===== config.mk =====
export PLATFORM = sky130hd
export DESIGN_NAME = ebpt_timer
export DESIGN_NICKNAME = d
export VERILOG_FILES = /design/src/rtl/ebpt_pkg.sv /design/src/rtl/ebpt_prescaler.sv /design/src/rtl/ebpt_timer.sv
export VERILOG_INCLUDE_DIRS = /design/src /design/src/rtl
export SDC_FILE = /design/constraint.sdc
export NUM_CORES = 1
export LEC_CHECK = 0
export ABC_AREA = 1
export BUFFER_PORTS_ARGS = -buffer_cell sky130_fd_sc_hd__buf_2
export CAP_MARGIN = 15
export CORE_MARGIN = 5
export CORE_UTILIZATION = 55
export CTS_CLUSTER_DIAMETER = 100
export DETAILED_ROUTE_END_ITERATION = 16
export GPL_TIMING_DRIVEN = 0
export MAX_ROUTING_LAYER = met4
export PLACE_DENSITY = 0.82
export SETUP_SLACK_MARGIN = 0.05
export SYNTH_ARGS = -nofsm -noshare
export SYNTH_HDL_FRONTEND = slang
export SYNTH_SLANG_ARGS = --single-unit

===== constraint.sdc =====
create_clock -name CLOCK -period 2 [get_ports CLOCK]
set_input_delay 0.1 -clock CLOCK [delete_from_list [all_inputs] [get_ports CLOCK]]
set_output_delay 0.1 -clock CLOCK [all_outputs]
set_load 0.01 [all_outputs]

===== src/rtl/ebpt_params.svh =====
// constants and field layout of the eight-bit pwm timer
`ifndef EBPT_PARAMS_SVH
`define EBPT_PARAMS_SVH

`define EBPT_ADDR_CTRL 8'h00
`define EBPT_ADDR_PERIOD 8'h04
`define EBPT_ADDR_DUTY 8'h08
`define EBPT_ADDR_STATUS 8'h0c
`define EBPT_ADDR_IRQ_STAT 8'h10
`define EBPT_ADDR_IRQ_MASK 8'h14

`define EBPT_CTRL_EN_BIT 0
`define EBPT_CTRL_OE_BIT 1
`define EBPT_CTRL_LEV_BIT 2
`define EBPT_CTRL_MODE_LSB 4
`define EBPT_CTRL_CKS_LSB 8
`define EBPT_CTRL_MASK 32'h0000_0737
`define EBPT_CTRL_RESET 32'h0000_0000

`define EBPT_CMP_RESET 8'h00
`define EBPT_CNT_ZERO 8'h00

`define EBPT_IRQ_MATCH_BIT 0
`define EBPT_IRQ_DUTY_BIT 1
`define EBPT_IRQ_XFER_BIT 2
`define EBPT_IRQ_RESET 3'h0

`define EBPT_STAT_OUT_BIT 8
`define EBPT_STAT_SEL_BIT 9
`define EBPT_STAT_PEND_BIT 10

`define EBPT_MIN_XFER_TICKS 2'h3

`define EBPT_DIV_MASK_2 6'h01
`define EBPT_DIV_MASK_4 6'h03
`define EBPT_DIV_MASK_16 6'h0f
`define EBPT_DIV_MASK_64 6'h3f

`endif


===== src/rtl/ebpt_pkg.sv =====
// types shared by the eight-bit pwm timer
package ebpt_pkg;

  typedef enum logic [1:0] {
    EBPT_MODE_INTERVAL = 2'h0,
    EBPT_MODE_CARRIER = 2'h1,
    EBPT_MODE_PWM = 2'h2,
    EBPT_MODE_BAD = 2'h3
  } ebpt_mode_type;

  typedef enum logic [1:0] {
    EBPT_ST_IDLE = 2'h0,
    EBPT_ST_PERIOD = 2'h1,
    EBPT_ST_DUTY = 2'h3
  } ebpt_state_type;

  typedef enum logic [2:0] {
    EBPT_CKS_DIV1 = 3'h0,
    EBPT_CKS_DIV2 = 3'h1,
    EBPT_CKS_DIV4 = 3'h2,
    EBPT_CKS_DIV16 = 3'h3,
    EBPT_CKS_DIV64 = 3'h4,
    EBPT_CKS_SUB = 3'h5
  } ebpt_cks_type;

endpackage


===== src/rtl/ebpt_prescaler.sv =====
// count clock tick generator with selectable division
`timescale 1ns/100ps
`include "ebpt_params.svh"

module ebpt_prescaler (
  input wire logic clk,
  input wire logic rst_n,
  input wire logic ce,
  input wire logic run,
  input wire ebpt_pkg::ebpt_cks_type sel,
  input wire logic sub_tick,
  output logic tick
);

  logic [5:0] div_reg;
  logic [5:0] div_next;
  logic [5:0] div_mask;
  logic div_hit;

  // restarting the divider on stop gives a full first count clock after start
  assign div_next = run ? div_reg + 6'h01 : 6'h00;
  assign div_mask = (sel == ebpt_pkg::EBPT_CKS_DIV2) ? `EBPT_DIV_MASK_2 :
                    (sel == ebpt_pkg::EBPT_CKS_DIV4) ? `EBPT_DIV_MASK_4 :
                    (sel == ebpt_pkg::EBPT_CKS_DIV16) ? `EBPT_DIV_MASK_16 :
                    `EBPT_DIV_MASK_64;
  assign div_hit = (div_reg & div_mask) == div_mask;

  always_comb begin
    case (sel)
      ebpt_pkg::EBPT_CKS_DIV1: tick = run;
      ebpt_pkg::EBPT_CKS_DIV2,
      ebpt_pkg::EBPT_CKS_DIV4,
      ebpt_pkg::EBPT_CKS_DIV16,
      ebpt_pkg::EBPT_CKS_DIV64: tick = run & div_hit;
      ebpt_pkg::EBPT_CKS_SUB: tick = run & sub_tick;
      default: tick = 1'b0;
    endcase
  end

  always_ff @(posedge clk) begin
    if (!rst_n) begin
      div_reg <= 6'h00;
    end else if (ce) begin
      div_reg <= div_next;
    end
  end

endmodule


===== src/rtl/ebpt_timer.sv =====
// eight-bit pwm / interval / carrier timer with apb register access
//
// The APB register port and the register offsets are this design's own decisions.
`timescale 1ns/100ps
`include "ebpt_params.svh"

module ebpt_timer (
  input wire logic CLOCK,
  input wire logic RST_N,
  input wire logic CE,
  input wire logic PSEL,
  input wire logic PENABLE,
  input wire logic PWRITE,
  input wire logic [7:0] PADDR,
  input wire logic [31:0] PWDATA,
  output logic [31:0] PRDATA,
  output logic PREADY,
  output logic PSLVERR,
  input wire logic SUB_TICK,
  input wire logic CARRIER_GATE,
  output logic TIMER_OUT,
  output logic MATCH_INT,
  output logic IRQ
);

  function automatic logic [2:0] sticky(input logic [2:0] cur, input logic [2:0] set,
                                        input logic [2:0] clr);
    sticky = (cur & ~clr) | set;
  endfunction

  function automatic logic [31:0] pad8(input logic [7:0] v);
    pad8 = {24'h000000, v};
  endfunction

  logic [31:0] ctrl_reg;
  logic [7:0] period_reg;
  logic [7:0] duty_act_reg;
  logic [7:0] duty_buf_reg;
  logic duty_pend_reg;
  logic [1:0] duty_age_reg;
  logic [7:0] count_reg;
  ebpt_pkg::ebpt_state_type state_reg;
  logic wave_reg;
  logic out_reg;
  logic match_int_reg;
  logic [2:0] irq_stat_reg;
  logic [2:0] irq_mask_reg;
  logic [31:0] rdata_reg;

  logic [31:0] ctrl_next;
  logic [7:0] period_next;
  logic [7:0] duty_act_next;
  logic [7:0] duty_buf_next;
  logic duty_pend_next;
  logic [1:0] duty_age_next;
  logic [7:0] count_next;
  ebpt_pkg::ebpt_state_type state_next;
  logic wave_next;
  logic out_next;
  logic match_int_next;
  logic [2:0] irq_stat_next;
  logic [2:0] irq_mask_next;
  logic [31:0] rdata_next;

  // bus decode
  wire acc = PSEL & PENABLE & CE;
  wire setup = PSEL & ~PENABLE & CE;
  wire sel_ctrl = PADDR == `EBPT_ADDR_CTRL;
  wire sel_period = PADDR == `EBPT_ADDR_PERIOD;
  wire sel_duty = PADDR == `EBPT_ADDR_DUTY;
  wire sel_status = PADDR == `EBPT_ADDR_STATUS;
  wire sel_istat = PADDR == `EBPT_ADDR_IRQ_STAT;
  wire sel_imask = PADDR == `EBPT_ADDR_IRQ_MASK;
  wire mapped = sel_ctrl | sel_period | sel_duty | sel_status | sel_istat | sel_imask;
  wire wr = acc & PWRITE & mapped;
  wire wr_ctrl = wr & sel_ctrl;
  wire wr_period = wr & sel_period;
  wire wr_duty = wr & sel_duty;
  wire wr_istat = wr & sel_istat;
  wire wr_imask = wr & sel_imask;

  // control fields
  wire en_bit = ctrl_reg[`EBPT_CTRL_EN_BIT];
  wire oe_bit = ctrl_reg[`EBPT_CTRL_OE_BIT];
  wire lev_bit = ctrl_reg[`EBPT_CTRL_LEV_BIT];
  ebpt_pkg::ebpt_mode_type mode;
  ebpt_pkg::ebpt_cks_type cks;
  assign mode = ebpt_pkg::ebpt_mode_type'(ctrl_reg[`EBPT_CTRL_MODE_LSB +: 2]);
  assign cks = ebpt_pkg::ebpt_cks_type'(ctrl_reg[`EBPT_CTRL_CKS_LSB +: 3]);

  // the prohibited mode code simply keeps the timer stopped
  wire mode_pwm = mode == ebpt_pkg::EBPT_MODE_PWM;
  wire mode_car = mode == ebpt_pkg::EBPT_MODE_CARRIER;
  wire mode_int = mode == ebpt_pkg::EBPT_MODE_INTERVAL;
  wire run = en_bit & (mode_pwm | mode_car | mode_int);

  logic tick;

  ebpt_prescaler u_ebpt_prescaler (
    .clk(CLOCK),
    .rst_n(RST_N),
    .ce(CE),
    .run(run),
    .sel(cks),
    .sub_tick(SUB_TICK),
    .tick(tick)
  );

  // compare engine
  wire on_duty = state_reg == ebpt_pkg::EBPT_ST_DUTY;
  wire counting = run & (state_reg != ebpt_pkg::EBPT_ST_IDLE);
  wire [7:0] cmp_val = on_duty ? duty_act_reg : period_reg;
  wire hit = counting & tick & (count_reg == cmp_val);
  wire hit_period = hit & ~on_duty;
  wire hit_duty = hit & on_duty;
  // pwm duty match keeps counting, every other match restarts the count
  wire clr_cnt = hit_period | (hit_duty & mode_car);
  wire irq_evt = hit_period | (hit_duty & mode_car);
  wire swap = hit & (mode_pwm | mode_car);
  wire xfer = hit_duty & duty_pend_reg & (duty_age_reg == `EBPT_MIN_XFER_TICKS);

  always_comb begin
    state_next = state_reg;
    count_next = count_reg;
    wave_next = wave_reg;
    if (!run) begin
      state_next = ebpt_pkg::EBPT_ST_IDLE;
      count_next = `EBPT_CNT_ZERO;
      wave_next = lev_bit;
    end else begin
      case (state_reg)
        ebpt_pkg::EBPT_ST_IDLE: begin
          state_next = ebpt_pkg::EBPT_ST_PERIOD;
          count_next = `EBPT_CNT_ZERO;
          wave_next = lev_bit;
        end
        ebpt_pkg::EBPT_ST_PERIOD,
        ebpt_pkg::EBPT_ST_DUTY: begin
          if (tick) begin
            count_next = clr_cnt ? `EBPT_CNT_ZERO : count_reg + 8'h01;
          end
          if (hit) begin
            wave_next = ~wave_reg;
          end
          if (swap) begin
            state_next = on_duty ? ebpt_pkg::EBPT_ST_PERIOD : ebpt_pkg::EBPT_ST_DUTY;
          end
        end
        default: begin
          state_next = ebpt_pkg::EBPT_ST_IDLE;
          count_next = `EBPT_CNT_ZERO;
          wave_next = lev_bit;
        end
      endcase
    end
  end

  // duty buffer: a write while counting waits for the old value's match
  always_comb begin
    duty_act_next = duty_act_reg;
    duty_buf_next = duty_buf_reg;
    duty_pend_next = duty_pend_reg;
    duty_age_next = duty_age_reg;
    if (xfer) begin
      duty_act_next = duty_buf_reg;
      duty_pend_next = 1'b0;
    end else if (duty_pend_reg & tick & (duty_age_reg != `EBPT_MIN_XFER_TICKS)) begin
      duty_age_next = duty_age_reg + 2'h1;
    end
    if (wr_duty) begin
      duty_buf_next = PWDATA[7:0];
      if (counting) begin
        duty_pend_next = 1'b1;
        duty_age_next = 2'h0;
      end else begin
        duty_act_next = PWDATA[7:0];
        duty_pend_next = 1'b0;
        duty_age_next = 2'h0;
      end
    end
  end

  // pin level: disabled output and gated-off carrier fall back to fixed levels
  assign out_next = ~oe_bit ? lev_bit :
                    (mode_car & run & ~CARRIER_GATE) ? 1'b0 :
                    wave_next;

  assign match_int_next = irq_evt;

  // registers
  assign ctrl_next = wr_ctrl ? (PWDATA & `EBPT_CTRL_MASK) : ctrl_reg;
  // period writes are taken even while counting; keeping them out is up to software
  assign period_next = wr_period ? PWDATA[7:0] : period_reg;
  wire [2:0] irq_set = {xfer, hit_duty, irq_evt};
  wire [2:0] irq_clr = wr_istat ? PWDATA[2:0] : 3'h0;
  assign irq_stat_next = sticky(irq_stat_reg, irq_set, irq_clr);
  assign irq_mask_next = wr_imask ? PWDATA[2:0] : irq_mask_reg;

  wire [31:0] status_word = {21'h000000, duty_pend_reg, on_duty, out_reg, count_reg};
  assign rdata_next = sel_ctrl ? ctrl_reg :
                      sel_period ? pad8(period_reg) :
                      sel_duty ? pad8(duty_buf_reg) :
                      sel_status ? status_word :
                      sel_istat ? {29'h00000000, irq_stat_reg} :
                      sel_imask ? {29'h00000000, irq_mask_reg} :
                      32'h00000000;

  always_ff @(posedge CLOCK) begin
    if (!RST_N) begin
      ctrl_reg <= `EBPT_CTRL_RESET;
      period_reg <= `EBPT_CMP_RESET;
      duty_act_reg <= `EBPT_CMP_RESET;
      duty_buf_reg <= `EBPT_CMP_RESET;
      duty_pend_reg <= 1'b0;
      duty_age_reg <= 2'h0;
    end else if (CE) begin
      ctrl_reg <= ctrl_next;
      period_reg <= period_next;
      duty_act_reg <= duty_act_next;
      duty_buf_reg <= duty_buf_next;
      duty_pend_reg <= duty_pend_next;
      duty_age_reg <= duty_age_next;
    end
  end

  always_ff @(posedge CLOCK) begin
    if (!RST_N) begin
      state_reg <= ebpt_pkg::EBPT_ST_IDLE;
      count_reg <= `EBPT_CNT_ZERO;
      wave_reg <= 1'b0;
      out_reg <= 1'b0;
      match_int_reg <= 1'b0;
    end else if (CE) begin
      state_reg <= state_next;
      count_reg <= count_next;
      wave_reg <= wave_next;
      out_reg <= out_next;
      match_int_reg <= match_int_next;
    end
  end

  always_ff @(posedge CLOCK) begin
    if (!RST_N) begin
      irq_stat_reg <= `EBPT_IRQ_RESET;
      irq_mask_reg <= `EBPT_IRQ_RESET;
      rdata_reg <= 32'h00000000;
    end else if (CE) begin
      irq_stat_reg <= irq_stat_next;
      irq_mask_reg <= irq_mask_next;
      if (setup) begin
        rdata_reg <= rdata_next;
      end
    end
  end

  // bus answers; a frozen block holds off the master instead of losing writes
  assign PREADY = CE;
  assign PSLVERR = PSEL & PENABLE & ~mapped;
  assign PRDATA = rdata_reg;

  assign TIMER_OUT = out_reg;
  assign MATCH_INT = match_int_reg;
  assign IRQ = |(irq_stat_reg & irq_mask_reg);

endmodule


======== Yosys cells after proc, flatten, opt, wreduce, memory -nomap -nowiden ========
Index checks and enable logic that the tools add are counted.
storage, ports and cells
  input bits .............................. 48
  bits in registers ....................... 92
  output and inout port bits .............. 37
  word-level logic and storage cells ...... 139
cells by class
  equality and inequality tests ........... 21
  reduce and logical (&&, ||, !) cells .... 19
  bitwise gates (word level) .............. 46
  add/sub/neg operators ................... 3
  mux-type cells .......................... 35
operators by type and width
  operator               count
  $mux W8                8
  $mux W11               4
  $and A1 B1 Y1          28
  $mux W6                4
  $eq A8 B4 Y1 const B   2
  $eq A8 B5 Y1 const B   2
  $reduce_and A2 Y1      8
  $mux W2                6
  $mux W3                3
  $add A8 B1 Y8 const B  1
  $eq A8 B3 Y1 const B   1
  $eq A8 B8 Y1           1
  $logic_not A8 Y1       1
  $mux W1                8
  $or A1 B1 Y1           8
  $add A6 B1 Y6 const B  1
  $and A3 B3 Y3          2
  $and A6 B6 Y6          1
  $eq A2 B2 Y1 const B   3
  $eq A3 B2 Y1 const B   2
  $eq A3 B3 Y1 const B   2
  $eq A6 B6 Y1           1
  $ne A3 B3 Y1 const B   2
  $reduce_bool A2 Y1     3
  other kinds (15)       22

======== Longest topological paths before layout ========
  word-level depth ........................ 17
  depth in mapped cells ................... 17
  mapped depth without buffers ............ 16

======== Cells and area by module ========
A second synthesis with hierarchy kept.
unflattened totals
  cells, all modules ...................... 597
  area, all modules ....................... 4,067.7 um2
modules (own cells, without submodules)
  module          seq. area each (um2)  area each (um2)  cells each  instances
  ebpt_timer      1,301.2               3,711.1          540         1
  ebpt_prescaler  120.1                 356.6            57          1

======== Least setup slack after synthesis ========
OpenSTA, ideal clock, no wires.
  path kind ............................... register to register
  start ................................... register ctrl_reg[4]
  end ..................................... register duty_act_reg[7]
  arrival time ............................ 1.669 ns
  stages on the path, launching flop included .. 14
  data required time ...................... 1.865 ns
  setup time .............................. 0.135 ns
  path slack .............................. 0.196 ns
  path buffers ............................ 0
  clock period less this slack ............ 1.804 ns
  path through ............................ dfxtp_1 ha_1 inv_1 nand2_1 a21oi_2 nand2_1 nor2_1 nand2_1 nor2_1 nand4_2 nand2_1 nand3_2 nand2_1 a21oi_1
on the way
  word-level cells in the longest chain between the ends .. 14
  elaborated cells between the ends (all ways) .. 18
  those cells by class .................... eq/ne: 2; mux: 4; bitwise: 11; reduce/logical: 1
ends and longest elaborated chain
  element                                       RTL line                                    text
  from (decl)                                   ebpt_timer.sv:35                            logic [31:0] ctrl_reg;
  from (signal assigned)                        ebpt_timer.sv:210                           ctrl_reg <= `EBPT_CTRL_RESET;
  from (signal assigned)                        ebpt_timer.sv:217                           ctrl_reg <= ctrl_next;
  $eq A2 B2 Y1 or $eq A2 B1 Y1 (tied branches)  ebpt_timer.sv:92, ebpt_timer.sv:93
  $or A1 B1 Y1                                  ebpt_timer.sv:95                            wire run = en_bit & (mode_pwm | mode_car | mode_int);
  $or A1 B1 Y1 (*)                              ebpt_timer.sv:95
  $and A1 B1 Y1 (*)                             ebpt_timer.sv:95
  $and A1 B1 Y1 (on tied branches)              ebpt_prescaler.sv:35, ebpt_prescaler.sv:34
  $pmux W1 S3                                   ebpt_prescaler.sv:29                        case (sel)
  $and A1 B1 Y1 (2 in series)                   ebpt_timer.sv:113                           wire hit = counting & tick & (count_reg == cmp_val);
  $and A1 B1 Y1                                 ebpt_timer.sv:115                           wire hit_duty = hit & on_duty;
  $and A1 B1 Y1 (2 in series)                   ebpt_timer.sv:120                           wire xfer = hit_duty & duty_pend_reg & (duty_age_reg == `EBPT_MIN_XFER_TICKS);
  $mux W8                                       ebpt_timer.sv:164                           if (xfer) begin
  $mux W8                                       ebpt_timer.sv:172                           if (counting) begin
  $mux W8 (*)                                   ebpt_timer.sv:170                           if (wr_duty) begin
  to (signal assigned)                          ebpt_timer.sv:212                           duty_act_reg <= `EBPT_CMP_RESET;
  to (signal assigned)                          ebpt_timer.sv:219                           duty_act_reg <= duty_act_next;
  to (decl)                                     ebpt_timer.sv:37                            logic [7:0] duty_act_reg;
Every way passes the cells marked *; elsewhere a longest branch is shown, timed or not.
A chain may end at the register's enable or synchronous reset.

======== Worst setup path after layout ========
  start ................................... register state_reg[0]
  end ..................................... register duty_pend_reg
on the way
  word-level cells in the longest chain between the ends .. 9
  elaborated cells between the ends (all ways) .. 14
  those cells by class .................... eq/ne: 2; mux: 3; bitwise: 6; reduce/logical: 3
ends and longest elaborated chain
  element                                             RTL line                              text
  from (decl)                                         ebpt_timer.sv:42                      ebpt_pkg::ebpt_state_type state_reg;
  from (signal assigned)                              ebpt_timer.sv:228                     state_reg <= ebpt_pkg::EBPT_ST_IDLE;
  from (signal assigned)                              ebpt_timer.sv:234                     state_reg <= state_next;
  $eq A2 B2 Y1 or $reduce_bool A2 Y1 (tied branches)  ebpt_timer.sv:110, ebpt_timer.sv:111
  $mux W8 or $and A1 B1 Y1 (tied branches)            ebpt_timer.sv:112, ebpt_timer.sv:111
  $eq A8 B8 Y1 or $and A1 B1 Y1 (tied branches)       ebpt_timer.sv:113
  $and A1 B1 Y1                                       ebpt_timer.sv:113
  $and A1 B1 Y1                                       ebpt_timer.sv:115
  $and A1 B1 Y1 (2 in series)                         ebpt_timer.sv:120
  $reduce_bool A2 Y1 (no line)                        --
  $reduce_and A2 Y1 (no line)                         --
  to (signal assigned)                                ebpt_timer.sv:221                     duty_pend_reg <= duty_pend_next;
  to (decl)                                           ebpt_timer.sv:39                      logic duty_pend_reg;
Parallel ways exist; a longest one is shown, timed or not.

==> results.tsv <==
stage	metric	value	unit
synthesis	yosys.area.top_type	dfxtp_1	
clock_network	clk_latency	0.36	ns
pwr	max-vdd-ir-drop	0.502	mV
final_layout	fin_cells	801	
worst_setup_path	r2r_end	duty_pend_reg$_SDFFE_PN0P_	
final_layout	antenna_cells	0	
pwr	p_total	2.87	mW
drt	viasPerCell	5.90	
grt	grt.total_usage	0.285	
sta	layout_min_cycle_time	2.12	ns
synthesis	yosysSeqAreaShare	0.346	
placed_design	place_ws	-0.263	ns
floorplan	start_util	0.566	
synthesis	synth_top_area_frac	0.346	
grt	first_global_vias	4129	
final_layout	area_growth	27.4	%
placed_design	dp_hpwl	8990	um
synthesis	synth_edf_count	0	
pwr	p_leak	2.23	nW
sta	finalCritPeriodShare	1.06	
drt	drtPass1Iterations	8	
floorplan	die_area	9300	um^2
worst_setup_path	required	2.23	ns
final_layout	largest_register_ffs	11	
drt	drt_first_iter_violations	641	
final_layout	register_area	1430	um^2
clock_network	clk_pin_slew	0.08	ns
placed_design	io_buffers	41	
clock_network	cts_tree	yes	
worst_setup_path	crit_start	state_reg[0]$_SDFFE_PN0P_	
worst_setup_path	reg2reg_depth	15	
clock_network	numCtsBuffers	9	
synthesis	synthesis.area	4110	um^2
synthesis	ys_seq_elements	71	
sta	hold_slack	0.0183	ns
worst_setup_path	worst-r2r-setup-slack	-0.12	ns
synthesis	syn_inst	603	
floorplan	io_pins	85	
worst_setup_path	worstPathArrival	2.35	ns
drt	wirelength	13900	um
final_layout	fillCellCount	554	
floorplan	core_area	7250	um^2
grt	grt_max_degree	13	
synthesis	ys.flop_type	dfxtp_1	
synthesis	synth.area.top_cells	dfxtp_1 35%, nand2_1 11%, a21oi_1 7.3%	
final_layout	drive_above_1_share	0.302	
final_layout	multi_input_area	2490	um^2
worst_setup_path	crit_path_end_kind	register	
clock_network	ctsHtreeMaxLevel	3	
clock_network	clkSinkCount	71	
clock_network	root_buffer	clkbuf_8	
worst_hold_path	hp-class	primary input to register	
drt	wl_per_cell	17.3	um
drt	ant_nets	0	
grt	grt_overflow	0	
sta	worstMarginPinSlew	0.725	ns
worst_setup_path	reg2reg_from	state_reg[0]$_SDFFE_PN0P_	
final_layout	fin_nets	750	
grt	grt_pass1_wl	19700	um
placed_design	gp_congestion	0.985	
synthesis	yosys_warnings	0	
drt	drcViolationCount	0	
placed_design	place_inst	763	
clock_network	hold_buffers	0	
synthesis	async_flop_share	0	
sta	timing.slew.headroom	0.517	
sta	fin_ws	-0.119	ns
clock_network	clockBufferDepth	2	
worst_setup_path	crit_type	register to register	
drt	num_vias	4723	
sta	hold_viol	0	
floorplan	chipHeight	96.4	um
floorplan	dieWidth	96.4	um
status	violations	setup timing	
status	outcome	complete, but fails checks	
worst_setup_path	worst-path-max-fanout	5	
sta	fmax	0.472	GHz
sta	maxSlewViolCount	0	
synthesis	yosysUniqueCellTypes	45	
worst_setup_path	endpoint	duty_pend_reg$_SDFFE_PN0P_	
floorplan	num_rows	31	
synthesis	syn_area_per_cell	6.81	um^2
sta	skew	0.00807	ns
worst_setup_path	critPathLaunchType	register	
grt	antenna_found_initial	0	
sta	grt_setup_unrepaired	true	
sta	final-setup-viol-count	17	
run	cap_violations	0	
pwr	powerDensity	548	nW/um^2
[worst min-delay path by stage]
stage,startpoint,endpoint,depth (start not counted)
4_1_cts,PWDATA[9],ctrl_reg[9]$_SDFFE_PN0P_,3
5_1_grt,PWDATA[9],ctrl_reg[9]$_SDFFE_PN0P_,3
6_report,PWDATA[9],ctrl_reg[9]$_SDFFE_PN0P_,3
3_5_place_dp,PWDATA[9],ctrl_reg[9]$_SDFFE_PN0P_,3
2_1_floorplan,PWDATA[0],irq_mask_reg[0]$_SDFFE_PN0P_,2
3_3_place_gp,PWDATA[9],ctrl_reg[9]$_SDFFE_PN0P_,3
[worst max-delay path: stages (launching register included)]
cell     delay (ns)
dfxtp_4        0.43
nand2_8        0.09
buf_8          0.15
nand2_2        0.08
nand2_1        0.07
nand2_2        0.09
nand3_2        0.11
inv_1          0.08
nand3_2        0.09
nor2_4         0.24
buf_4          0.16
nand2_2        0.04
inv_2          0.08
nand3_2        0.09
nand2_2        0.11
a21oi_1        0.06
[through the flow]
| stage | cell area, um^2 | setup TNS (ns) | util |
|---|---|---|---|
| after floorplan | 4180 | 0 | - |
| after global placement | 4510 | -2.08 | 0.622 |
| after detailed placement | 4510 | -3.33 | 0.622 |
| after CTS | 4850 | 0 | 0.668 |
| after global routing | 5240 | -2.08 | 0.722 |
| final | 5240 | -0.952 | 0.722 |
[final cells by class]
| cell class | instances | share of cell area |
|---|---|---|
| multi-input cells | 428 | 0.475 |
| repair buffers | 65 | 0.0827 |
| flip-flops and latches | 71 | 0.274 |
| clock buffers | 11 | 0.0251 |
| clock inverters | 5 | 0.0112 |
| inverters | 81 | 0.0590 |
| well taps | 99 | 0.0237 |
| plain buffers | 41 | 0.0490 |
[layout by cell type, fill, tap and decap left out, types with 5 or more instances in the layout]
cell | netlist | final
buf_6 | 2 | 9
nand2_4 | 2 | 6
nor3_1 | 8 | 8
nand3_2 | 2 | 17
o21ai_0 | 38 | 38
nand4_1 | 15 | 15
nor2_1 | 47 | 40
clkbuf_1 | 14 | 16
nand2_2 | 5 | 33
buf_2 | 1 | 42
a21oi_1 | 60 | 55
o22ai_1 | 10 | 10
inv_1 | 77 | 72
nand2_1 | 119 | 86
nor2_2 | 1 | 5
clkbuf_8 | 0 | 9
inv_2 | 3 | 7
buf_4 | 24 | 37
nor2_4 | 6 | 9
conb_1 | 1 | 21
nand3_1 | 49 | 33
a21oi_2 | 8 | 11
dfxtp_1 | 71 | 67
[report_power, final]
part           switching (mW)  leakage [nW]  internal (mW)
logic                   0.172          1.56          0.101
registers              0.0151         0.576           1.42
clock network           0.582        0.0895          0.577
[per-layer routing]
layer  routed length (um)  global-route usage  up-vias
li1                     -                   -     2143
met4                  820               0.130        0
met3                 1650              0.0713       91
met5                    0                   -        -
met1                 4980               0.347     2125
met2                 6420               0.446      364
[timing repair]
item                                    in CTS  in global routing
gates cloned                                 0                  1
pin swaps                                    3                 36
setup buffers                               11                 12
endpoints found under the setup margin      24                 24
gates resized for setup                     17                 86
[synth_stat cells (2+ instances only)]
library cell and number:
nand2_1 119, inv_1 77, dfxtp_1 71, a21oi_1 60, nand3_1 49, nor2_1 47
o21ai_0 38, buf_4 24, nand4_1 15, clkbuf_1 14, o22ai_1 10, a21oi_2 8
nor3_1 8, nor2_4 6, ha_1 5, nand2_2 5, o221ai_1 4, inv_2 3
nor3_2 3, o211ai_1 3, o41ai_1 3, buf_1 2, buf_6 2, nand2_4 2
nand3_2 2, nand3b_1 2, nand4_2 2, xor2_1 2
[cell families after synthesis]
kind of cell / count (synthesis) / synth area share
XOR/XNOR: 3 / 0.00640
adder cells (fa/ha/maj): 5 / 0.0152
AO/OA/AOI/OAI: 133 / 0.185
other: 1 / 0.000913
AND/OR/NAND/NOR: 266 / 0.307
buffers and inverters: 124 / 0.139
flip-flops: 71 / 0.346
Power figures use the tool's default switching activity.
